<file path="src/core/atten_cmd_pkg.sv">
package atten_cmd_pkg;

    // ------------------------------------------------------------
    // Character codes
    // ------------------------------------------------------------
    localparam logic [7:0] CHAR_OPEN   = 8'h7B;
    localparam logic [7:0] CHAR_CLOSE  = 8'h7D;
    localparam logic [7:0] CHAR_CMD    = 8'h43;
    localparam logic [7:0] CHAR_GAIN0  = 8'h41;
    localparam logic [7:0] CHAR_OFS0   = 8'h61;
    localparam logic [7:0] CHAR_MINUS  = 8'h2D;
    localparam logic [7:0] CHAR_POINT  = 8'h2E;
    localparam logic [7:0] CHAR_ZERO   = 8'h30;
    localparam logic [7:0] CHAR_NINE   = 8'h39;
    localparam logic [7:0] CHAR_ACK    = 8'h3E;

    // ------------------------------------------------------------
    // Ranges, all in tenths of a dB except where noted
    // ------------------------------------------------------------
    localparam int         NUM_CHANNELS  = 4;
    localparam logic [4:0] ADDR_MAX      = 5'h1F;
    localparam logic [6:0] OFS_MAX_DB    = 7'h3C;
    localparam logic [9:0] GAIN_MIN_REL  = 10'h064;
    localparam logic [9:0] GAIN_MAX_REL  = 10'h2BC;
    localparam logic [9:0] GAIN_STEP     = 10'h005;
    localparam logic [10:0] GAIN_RESET   = 11'h064;
    localparam logic [6:0] OFS_RESET     = 7'h00;
    localparam int         GAIN_DIGITS   = 4;

    // ------------------------------------------------------------
    // Link
    // ------------------------------------------------------------
    localparam int BAUD_RATE = 9600;
    localparam int CLOCK_HZ  = 20000000;
    localparam int BIT_CYCLES = (CLOCK_HZ + BAUD_RATE / 2) / BAUD_RATE;
    localparam int DATA_BITS = 8;

    typedef struct packed {
        logic [1:0] channel;
        logic       is_offset;
        logic [10:0] gain;
        logic [6:0] offset;
    } setting_type;

endpackage : atten_cmd_pkg

</file>
<file path="src/core/atten_cmd_parser.sv">
`timescale 1ns/1ps
module atten_cmd_parser #(
    parameter int CLOCK_HZ = atten_cmd_pkg::CLOCK_HZ,
    parameter int BAUD     = atten_cmd_pkg::BAUD_RATE
) (
    // Clock and reset
    input  wire logic                        i_ref_clk,
    input  wire logic                        i_reset_n,
    // Configuration
    input  wire logic                        i_multidrop,
    input  wire logic [4:0]                  i_unit_address,
    // Serial link
    input  wire logic                        i_rx,
    output logic                             o_tx,
    // Settings
    output logic [4*11-1:0]                  o_gain,
    output logic [4*7-1:0]                   o_offset,
    output logic                             o_update,
    output atten_cmd_pkg::setting_type       o_last_setting
);
    localparam int BITC = (CLOCK_HZ + BAUD / 2) / BAUD;
    localparam int BCW  = $clog2(BITC + 1);

    if (BAUD <= 0 || BITC < 4) begin : g_bad_baud
        $error("clock too slow for baud rate");
    end

    function automatic logic is_digit(input logic [7:0] c);
        return (c >= atten_cmd_pkg::CHAR_ZERO) && (c <= atten_cmd_pkg::CHAR_NINE);
    endfunction : is_digit

    function automatic logic [3:0] digit_val(input logic [7:0] c);
        return 4'(c - atten_cmd_pkg::CHAR_ZERO);
    endfunction : digit_val

    // ------------------------------------------------------------
    // Receiver, 8N1
    // ------------------------------------------------------------
    logic [BCW-1:0] rx_cnt;
    logic [3:0]     rx_bit;
    logic [7:0]     rx_shift;
    logic           rx_busy;
    logic           rx_valid;
    logic [7:0]     rx_byte;

    always_ff @(posedge i_ref_clk or negedge i_reset_n) begin
        if (!i_reset_n) begin
            rx_cnt   <= '0;
            rx_bit   <= 4'h0;
            rx_shift <= 8'h00;
            rx_busy  <= 1'b0;
            rx_valid <= 1'b0;
            rx_byte  <= 8'h00;
        end else begin
            rx_valid <= 1'b0;
            if (!rx_busy) begin
                if (!i_rx) begin
                    rx_busy <= 1'b1;
                    rx_cnt  <= BCW'(BITC / 2);
                    rx_bit  <= 4'h0;
                end
            end else if (rx_cnt != '0) begin
                rx_cnt <= rx_cnt - 1'b1;
            end else begin
                rx_cnt <= BCW'(BITC - 1);
                rx_bit <= rx_bit + 4'h1;
                if (rx_bit == 4'h0) begin
                    if (i_rx) rx_busy <= 1'b0;  // Glitch, not a start bit
                end else if (rx_bit <= 4'(atten_cmd_pkg::DATA_BITS)) begin
                    rx_shift <= {i_rx, rx_shift[7:1]};
                end else begin
                    rx_busy <= 1'b0;
                    if (i_rx) begin  // Framing errors are dropped
                        rx_valid <= 1'b1;
                        rx_byte  <= rx_shift;
                    end
                end
            end
        end
    end

    // ------------------------------------------------------------
    // Parser
    // ------------------------------------------------------------
    typedef enum logic [7:0] {
        P_IDLE  = 8'h01,
        P_ADDR0 = 8'h02,
        P_ADDR1 = 8'h04,
        P_CMD   = 8'h08,
        P_CODE  = 8'h10,
        P_VALUE = 8'h20,
        P_ERROR = 8'h40,
        P_CHECK = 8'h80
    } parse_state_type;

    parse_state_type state;
    logic [6:0]  addr_acc;
    logic [1:0]  chan;
    logic        is_ofs;
    logic [13:0] mag;
    logic [2:0]  ndig;
    logic        seen_point;
    logic [1:0]  frac_dig;
    logic        seen_minus;
    logic        ack_req;

    wire logic [7:0] ch = rx_byte;
    // Full-width difference, so lower-case letters never alias onto gain codes
    wire logic [7:0] code_gain = ch - atten_cmd_pkg::CHAR_GAIN0;
    wire logic [7:0] code_ofs  = ch - atten_cmd_pkg::CHAR_OFS0;
    // Without a point the last digit is tenths; with a point, pad to tenths
    wire logic [13:0] tenths = (seen_point && frac_dig == 2'd0) ? 14'(mag * 10) : mag;
    wire logic [6:0]  cur_ofs = o_offset[chan*7 +: 7];
    wire logic [13:0] ofs_t   = 14'(cur_ofs * 10);

    always_ff @(posedge i_ref_clk or negedge i_reset_n) begin
        if (!i_reset_n) begin
            state      <= P_IDLE;
            addr_acc   <= 7'h00;
            chan       <= 2'd0;
            is_ofs     <= 1'b0;
            mag        <= 14'h0000;
            ndig       <= 3'd0;
            seen_point <= 1'b0;
            frac_dig   <= 2'd0;
            seen_minus <= 1'b0;
        end else if (state == P_CHECK) begin
            state <= P_IDLE;
        end else if (rx_valid) begin
            if (ch == atten_cmd_pkg::CHAR_OPEN) begin
                state      <= i_multidrop ? P_ADDR0 : P_CMD;
                addr_acc   <= 7'h00;
                mag        <= 14'h0000;
                ndig       <= 3'd0;
                seen_point <= 1'b0;
                frac_dig   <= 2'd0;
                seen_minus <= 1'b0;
            end else begin
                case (state)
                    P_IDLE: state <= P_IDLE;
                    P_ADDR0, P_ADDR1: begin
                        if (is_digit(ch)) begin
                            addr_acc <= 7'(addr_acc * 10 + digit_val(ch));
                            state    <= (state == P_ADDR0) ? P_ADDR1 : P_CMD;
                        end else begin
                            state <= P_ERROR;
                        end
                    end
                    P_CMD: state <= (ch == atten_cmd_pkg::CHAR_CMD) ? P_CODE : P_ERROR;
                    P_CODE: begin
                        if (code_gain < 8'h04) begin
                            chan   <= code_gain[1:0];
                            is_ofs <= 1'b0;
                            state  <= P_VALUE;
                        end else if (code_ofs < 8'h04) begin
                            chan   <= code_ofs[1:0];
                            is_ofs <= 1'b1;
                            state  <= P_VALUE;
                        end else begin
                            state <= P_ERROR;
                        end
                    end
                    P_VALUE: begin
                        if (ch == atten_cmd_pkg::CHAR_CLOSE) begin
                            state <= P_CHECK;
                        end else if (ch == atten_cmd_pkg::CHAR_MINUS && ndig == 3'd0
                                     && !seen_minus && !is_ofs) begin
                            seen_minus <= 1'b1;
                        end else if (ch == atten_cmd_pkg::CHAR_POINT && !seen_point
                                     && !is_ofs && ndig != 3'd0) begin
                            seen_point <= 1'b1;
                        end else if (is_digit(ch) && ndig < 3'(atten_cmd_pkg::GAIN_DIGITS)
                                     && !(seen_point && frac_dig != 2'd0)) begin
                            mag  <= 14'(mag * 10 + digit_val(ch));
                            ndig <= ndig + 3'd1;
                            if (seen_point) frac_dig <= frac_dig + 2'd1;
                        end else begin
                            state <= P_ERROR;
                        end
                    end
                    P_ERROR: state <= P_ERROR;  // Wait for next opening brace
                    default: state <= P_IDLE;
                endcase
            end
        end
    end

    // ------------------------------------------------------------
    // Validation and storage
    // ------------------------------------------------------------
    logic addr_ok, value_ok;
    always_comb begin
        addr_ok = !i_multidrop
                  || (addr_acc <= 7'(atten_cmd_pkg::ADDR_MAX)
                      && addr_acc[4:0] == i_unit_address);
        if (is_ofs) begin
            value_ok = (ndig == 3'd2) && (mag <= 14'(atten_cmd_pkg::OFS_MAX_DB));
        end else begin  // Range moves with the stored offset
            value_ok = (ndig >= 3'd2)
                       && (tenths >= ofs_t + 14'(atten_cmd_pkg::GAIN_MIN_REL))
                       && (tenths <= ofs_t + 14'(atten_cmd_pkg::GAIN_MAX_REL))
                       && (tenths % 14'(atten_cmd_pkg::GAIN_STEP) == 14'h0000);
        end
    end
    wire logic accept = (state == P_CHECK) && addr_ok && value_ok;

    always_ff @(posedge i_ref_clk or negedge i_reset_n) begin
        if (!i_reset_n) begin
            for (int i = 0; i < atten_cmd_pkg::NUM_CHANNELS; i++) begin
                o_gain[i*11 +: 11]  <= atten_cmd_pkg::GAIN_RESET;
                o_offset[i*7 +: 7]  <= atten_cmd_pkg::OFS_RESET;
            end
            o_update       <= 1'b0;
            o_last_setting <= '0;
            ack_req        <= 1'b0;
        end else begin
            o_update <= accept;
            ack_req  <= accept;
            if (accept) begin
                if (is_ofs) begin
                    o_offset[chan*7 +: 7] <= mag[6:0];
                end else begin
                    o_gain[chan*11 +: 11] <= tenths[10:0];  // Total, incl offset
                end
                o_last_setting.channel   <= chan;
                o_last_setting.is_offset <= is_ofs;
                o_last_setting.gain      <= is_ofs ? o_gain[chan*11 +: 11] : tenths[10:0];
                o_last_setting.offset    <= is_ofs ? mag[6:0] : cur_ofs;
            end
        end
    end

    // ------------------------------------------------------------
    // Transmitter, sends only the acknowledge
    // ------------------------------------------------------------
    logic [BCW-1:0] tx_cnt;
    logic [3:0]     tx_bit;
    logic [9:0]     tx_shift;
    logic           tx_busy;

    always_ff @(posedge i_ref_clk or negedge i_reset_n) begin
        if (!i_reset_n) begin
            tx_cnt   <= '0;
            tx_bit   <= 4'h0;
            tx_shift <= 10'h3FF;
            tx_busy  <= 1'b0;
            o_tx     <= 1'b1;
        end else if (!tx_busy) begin
            o_tx <= 1'b1;
            if (ack_req) begin
                tx_busy  <= 1'b1;
                tx_shift <= {1'b1, atten_cmd_pkg::CHAR_ACK, 1'b0};
                tx_bit   <= 4'h0;
                tx_cnt   <= '0;
            end
        end else if (tx_cnt != '0) begin
            tx_cnt <= tx_cnt - 1'b1;
        end else if (tx_bit == 4'd10) begin
            tx_busy <= 1'b0;
        end else begin
            o_tx     <= tx_shift[0];
            tx_shift <= {1'b1, tx_shift[9:1]};
            tx_bit   <= tx_bit + 4'h1;
            tx_cnt   <= BCW'(BITC - 1);
        end
    end

endmodule : atten_cmd_parser

</file>
<file path="config.mk">
export PLATFORM = sky130hd
export DESIGN_NAME = atten_cmd_parser
export DESIGN_NICKNAME = d
export VERILOG_FILES = /design/src/core/atten_cmd_pkg.sv /design/src/core/atten_cmd_parser.sv
export SDC_FILE = /design/constraint.sdc
export NUM_CORES = 1
export LEC_CHECK = 0
export BUFFER_PORTS_ARGS = -buffer_cell sky130_fd_sc_hd__buf_2
export CORE_ASPECT_RATIO = 1.1
export CORE_MARGIN = 2
export CORE_UTILIZATION = 56
export DETAILED_ROUTE_END_ITERATION = 7
export PLACE_DENSITY = 0.78
export SYNTH_ARGS = -nofsm -noshare
export SYNTH_HDL_FRONTEND = slang
export SYNTH_SLANG_ARGS = --single-unit
</file>
<file path="constraint.sdc">
create_clock -name i_ref_clk -period 6.62 [get_ports i_ref_clk]
set_input_delay 0.993 -clock i_ref_clk [delete_from_list [all_inputs] [get_ports i_ref_clk]]
set_output_delay 0.993 -clock i_ref_clk [all_outputs]
set_load 0.05 [all_outputs]
</file>
== Word level (Yosys, flattened, before mapping) ==
Index checks and enable logic that the tools add are counted.
Word-level totals
  register bits after elaboration: 195
  input bits: 9
  output and inout bits: 95
  word-level logic and storage cells: 245
Operators by class
  $add $sub $neg: 15
  $mul: 5
  div/mod/pow operators: 1
  magnitude comparators: 11
  eq/ne operators: 26
  shift operators: 6
  muxes and demuxes: 90
  bitwise logic cells: 6
  reduce and logical (&&, ||, !) cells: 58
Operator list (count)
  two-way mux 14 bit: 7
  two-way mux 12 bit: 7
  two-way mux 7 bit: 8
  two-way mux 8 bit: 7
  bitwise mux 44 bit: 1
  variable shift 11 x 34 -> 44 bit, first input constant: 1
  indexed part select 11 x 34 -> 44 bit: 1
  indexed part select 44 x 7 -> 11 bit: 1
  two-way mux 10 bit: 4
  case mux 8 bit (5 select lines): 1
  two-way mux 4 bit: 9
  negation 5 -> 34 bit: 1
  negation 6 -> 34 bit: 1
  variable shift 7 x 34 -> 28 bit, first input constant: 1
  indexed part select 7 x 34 -> 28 bit: 1
  equality test 8 x 7 -> 1 bit, second input constant: 4
  two-way mux 1 bit: 29
  bitwise mux 28 bit: 1
  indexed part select 28 x 6 -> 7 bit: 1
  equality test 8 x 6 -> 1 bit, second input constant: 3
  nonzero test 12 bit: 2
  subtractor 12 x 1 -> 12 bit, second input constant: 2
  nonzero test 2 bit: 11
  logical AND 1 bit: 18
  other kinds (56): 96

== Depth between registers and ports, before layout ==
  word-level depth: 12
  mapped depth: 29
  depth with buffers taken out: 25

== Worst setup path before layout ==
Ideal clock, no wire load.
  path kind: register to register
  from: reg chan[0]
  to: reg o_gain[23]
  library setup time: 128 ps
  arrival time: 6820 ps
  required time: 6492 ps
  path slack: -328 ps
  stages on the path, launching flop included: 28
  buffers on the path: 5
  clock period less this slack: 6948 ps
  cell sequence: dfrtp_1 > clkbuf_1 > clkbuf_1 > mux4_2 > ha_1 > ha_1 > inv_1 > fa_1 > clkbuf_1 > and3b_1 > o21ai_0 > a21oi_1 > xor2_1 > ha_1 > o211ai_1 > nor4_1 > a31o_1 > a22oi_1 > or4_1 > nor3_1 > o32ai_1 > a221oi_1 > or2_1 > nand3_1 > buf_2 > nor4b_4 > buf_4 > mux2_1
Between the ends
  longest elaborated chain between the ends: 11
  elaborated cells on any way between the ends: 18
  those cells by class: add/sub (3); mul (3); order compare (2); shift (3); mux (2); reduce/logical (5)
Ends and longest elaborated chain
  start, declared: line atten_cmd_parser.sv:98  | logic [1:0] chan;
  start signal, assigned: line atten_cmd_parser.sv:152  | chan <= code_gain[1:0];
  start signal, assigned: line atten_cmd_parser.sv:156  | chan <= code_ofs[1:0];
  multiplier 2 x 3 -> 5 bit: line atten_cmd_parser.sv:113  | wire logic [6:0] cur_ofs = o_offset[chan*7 +: 7];
  indexed part select 28 x 6 -> 7 bit: line atten_cmd_parser.sv:113
  multiplier 7 x 3 -> 10 bit: line atten_cmd_parser.sv:114  | wire logic [13:0] ofs_t = 14'(cur_ofs * 10);
  adder 11 x 7 -> 12 bit: line atten_cmd_parser.sv:200  | && (tenths >= ofs_t + 14'(atten_cmd_pkg::GAIN_MIN_REL))
  greater-or-equal comparator 14 x 12 -> 1 bit: line atten_cmd_parser.sv:200
  logical AND 1 bit: line atten_cmd_parser.sv:200
  logical AND 1 bit: line atten_cmd_parser.sv:201  | && (tenths <= ofs_t + 14'(atten_cmd_pkg::GAIN_MAX_REL))
  logical AND 1 bit: line atten_cmd_parser.sv:202  | && (tenths % 14'(atten_cmd_pkg::GAIN_STEP) == 14'h0000);
  two-way mux 1 bit: line atten_cmd_parser.sv:196  | if (is_ofs) begin
  logical AND 1 bit: line atten_cmd_parser.sv:205  | wire logic accept = (state == P_CHECK) && addr_ok && value_ok;
  AND reduction 2 bit (no source line)
  end signal, assigned by index: line atten_cmd_parser.sv:210  | o_gain[i*11 +: 11] <= atten_cmd_pkg::GAIN_RESET;
  end signal, assigned by index: line atten_cmd_parser.sv:223  | o_gain[chan*11 +: 11] <= tenths[10:0];
  end, declared: line atten_cmd_parser.sv:16  | output logic [4*11-1:0] o_gain,
Parallel ways exist; a longest one is shown, timed or not.
A chain may end at the register's enable or synchronous reset.

== Worst setup path in the final report ==
  from: reg chan[0]
  to: reg o_gain[15]
The elaborated chain is that of the path after synthesis.

==> impl_metrics.tcl <==
set metrics [dict create \
    outcome "finished, final reports clean" \
    comb_power_share_pct 1.4 \
    wl_per_cell_um 19.7 \
    wl_um 37300 \
    fin_nets 1674 \
    root_buffer "clkbuf_16" \
    total_power_mw 2.29 \
    cp.arrival_ps 6770 \
    slew_headroom_pct 17.2 \
    switching_share_pct 25.4 \
    syn-cell-area_um2 13600 \
    yosys.area.top_type "dfrtp_1" \
    core_area_um2 23800 \
    clkLatencyLatePin_ps 450 \
    cts_buffers 17 \
    multi_input_area_um2 8350 \
    synth_nets 1569 \
    cp-start-kind "flop" \
    max-cap-violations 0 \
    grt_pass1_vias 11900 \
    diodes 0 \
    tightest_slew_ps 1230 \
    synthCells 1475 \
    ant_nets 0 \
    setup_slack_ps 181 \
    crit_type "reg -> reg" \
    ir_drop_mv 0.126 \
    seq_area_um2 4880 \
    layout-drive-gt1-share_pct 20.8 \
    dieArea_um2 25600 \
    switching_power_mw 0.583 \
    drc 0 \
    powerDensity_nw_per_um2 149 \
    fp.dieH_um 168 \
    post-dp-hpwl_um 27300 \
    grt_overflow 0 \
    ys_ff_latch 194 \
    die_x_um 153 \
    synth_top_area_share_pct 31.4 \
    port_buffers 103 \
    synth_edf_count 0 \
    area_growth_pct 13.2 \
    ys.flop_type "dfrtp_1" \
    hp-class "reg -> reg" \
    leakagePower_nw 7.15 \
    avgSynthCellArea_um2 9.24 \
    critPathMaxFanout 20 \
    start_util_pct 57.3 \
    post-place-ws_ps -77.0 \
    vias_per_cell 6.36 \
    seq_area_frac_synth_pct 35.8 \
    rows 59 \
    fmax_mhz 155 \
    pwr-share-seq_pct 51.8 \
    critPathCaptureType "flop" \
    worstPathRequired_ps 6950 \
    final-hold-violation-count 0 \
    fin_crit_ps 6440 \
    cts.clk_slew.worst_paths_ps 80 \
    io_pins 104 \
    drt_iter0_markers 943 \
    fin_worst_skew_ps 20.2 \
    vias 12100 \
    place_area_um2 14600 \
    fillers 1898 \
    clock_sinks 194 \
    cts_tree "done" \
    setup_violations 0 \
    dr.pass1.iters 7 \
    grt_usage_pct 29.4 \
    yosys_warnings 0 \
    layout_commonest_cell "nand2_1" \
    p_clk_share_pct 46.9 \
    synth_area_leaders "dfrtp_1 (31%), ha_1 (7.3%), nand2_1 (5.8%), dfstp_2 (4.4%), o21ai_0 (3.3%)" \
    maxSlewViolCount 0 \
    antenna_found_initial 0 \
    stdcell_area_um2 15400 \
    synth.distinct_cells 104 \
    grt_pass1_wl_um 61700 \
    htree_levels 4 \
    grt_max_degree 79 \
    synthArstFlopShare_pct 100 \
    fin_crit_sh_pct 97.3 \
    clock_path_buffers 2 \
    gp_congestion 0.946 \
    final_cell_mix "nand2_1 (212), dfrtp_1 (170), nor2_1 (111), buf_2 (102), o21ai_0 (87)" \
    intPower_mw 1.71 \
]
registers in the layout, indices dropped and copies added (netlist names), 9 cells and up:
register,count
tx_shift,9
mag,14
rx_cnt,12
o_last_setting,21
o_offset,28
o_gain,44
tx_cnt,12
critical path, stage by stage (launching register included):
cell and delay (ps):
dfrtp_2 460, buf_4 160, mux4_2 540, ha_1 320, ha_1 310, a21o_1 180, a21oi_1 210, o21ai_0 170
a21oi_2 230, xnor2_2 160, a21oi_1 80, xor2_1 150, ha_1 280, o211ai_1 130, nor4_1 190, a31o_1 140
a22oi_1 110, or4_4 530, nor3_4 170, o32ai_1 150, a221oi_2 300, or2_1 150, nand3_1 120, buf_12 190
nor4b_4 350, buf_4 220, mux2_2 330
cell usage after synthesis (all sizes together) (6+ instances only):
cell    instances
nand2         212
dfrtp         171
nor2          115
o21ai          98
ha             80
mux2           57
clkbuf         54
inv            51
a21oi          48
nand3          47
nor3           35
xnor2          32
nor2b          27
nand4          25
xor2           24
dfstp          23
nor4           23
mux2i          22
buf            21
mux4           18
a21o           16
o211ai         16
o31ai          15
a22o           14
or3            14
nand2b         12
a211oi         11
a31oi          11
and2           11
o21a           11
o41ai          10
and3            9
o21bai          8
o22a            8
a31o            7
nand3b          7
nor3b           7
o22ai           7
a32o            6
nor4b           6
o211a           6
o311ai          6
or4             6
power by group through the flow:
| stage | Clock [mW] | Sequential, mW | Combinational, mW |
|---|---|---|---|
| 2_1_floorplan | 0 | 1.21 | 0.00334 |
| 3_3_place_gp | 0 | 1.21 | 0.0327 |
| 3_5_place_dp | 0 | 1.21 | 0.0332 |
| 4_1_cts | 1.09 | 1.19 | 0.0331 |
| 5_1_grt | 1.13 | 1.19 | 0.0372 |
| 6_report | 1.07 | 1.19 | 0.0316 |
per-layer routing:
metal,up-vias,GRT usage (%),part of all wire (%)
li1,5580,-,-
met1,5930,37.9,42
met2,463,50.3,49
met3,106,3.49,5.2
met4,0,12.5,3.6
met5,-,0,0
path summary, 6_finish.rpt:
check,slack (ps),startpoint,depth (start not counted),end
setup / recovery,180,chan[0],26,o_gain[15]
hold / removal,470,tx_shift[8],2,tx_shift[8]
setup reg to reg,180,chan[0],26,o_gain[15]
hold reg to reg,470,tx_shift[8],2,tx_shift[8]
max in group asynchronous,4670,i_reset_n,2,o_gain[25]
min in group asynchronous,550,i_reset_n,1,tx_bit[3]
cell families after synthesis:
logic type	after synthesis	share of synthesized area [%]
fa+ha+maj	85	8.08
simple gates	568	20.2
flops	194	35.8
buf+inv	130	3.98
compound gates	343	18.2
xor+xnor	57	3.99
mux	97	9.67
other cells	1	0.0275
what timing repair did:
item	CTS	global route
pin swaps	0	8
resized for setup	3	31
buffers inserted	0	4
cloned	0	1
endpoints found under the setup margin	42	65
hold buffers	0	0
through the flow:
step           util [%]  hold WS, ps  setup TNS [ps]  instances
2_1_floorplan         -          439               0       1475
3_3_place_gp       61.6          450               0       1861
3_5_place_dp       61.6          460           -1550       1861
4_1_cts            64.2          471               0       1893
5_1_grt            64.8          494            -585       1898
6_report           64.8          468               0       1898
layout make-up:
type | count | share of cell area (%)
Clock buffer | 18 | 2.78
Clock inverter | 14 | 1.14
Tap cell | 305 | 2.48
Inverter | 55 | 1.36
Multi-Input combinational cell | 1151 | 54.1
Timing Repair Buffer | 161 | 6.41
Sequential cell | 194 | 31.7
Note: power is estimated with default switching activity, not from simulation.
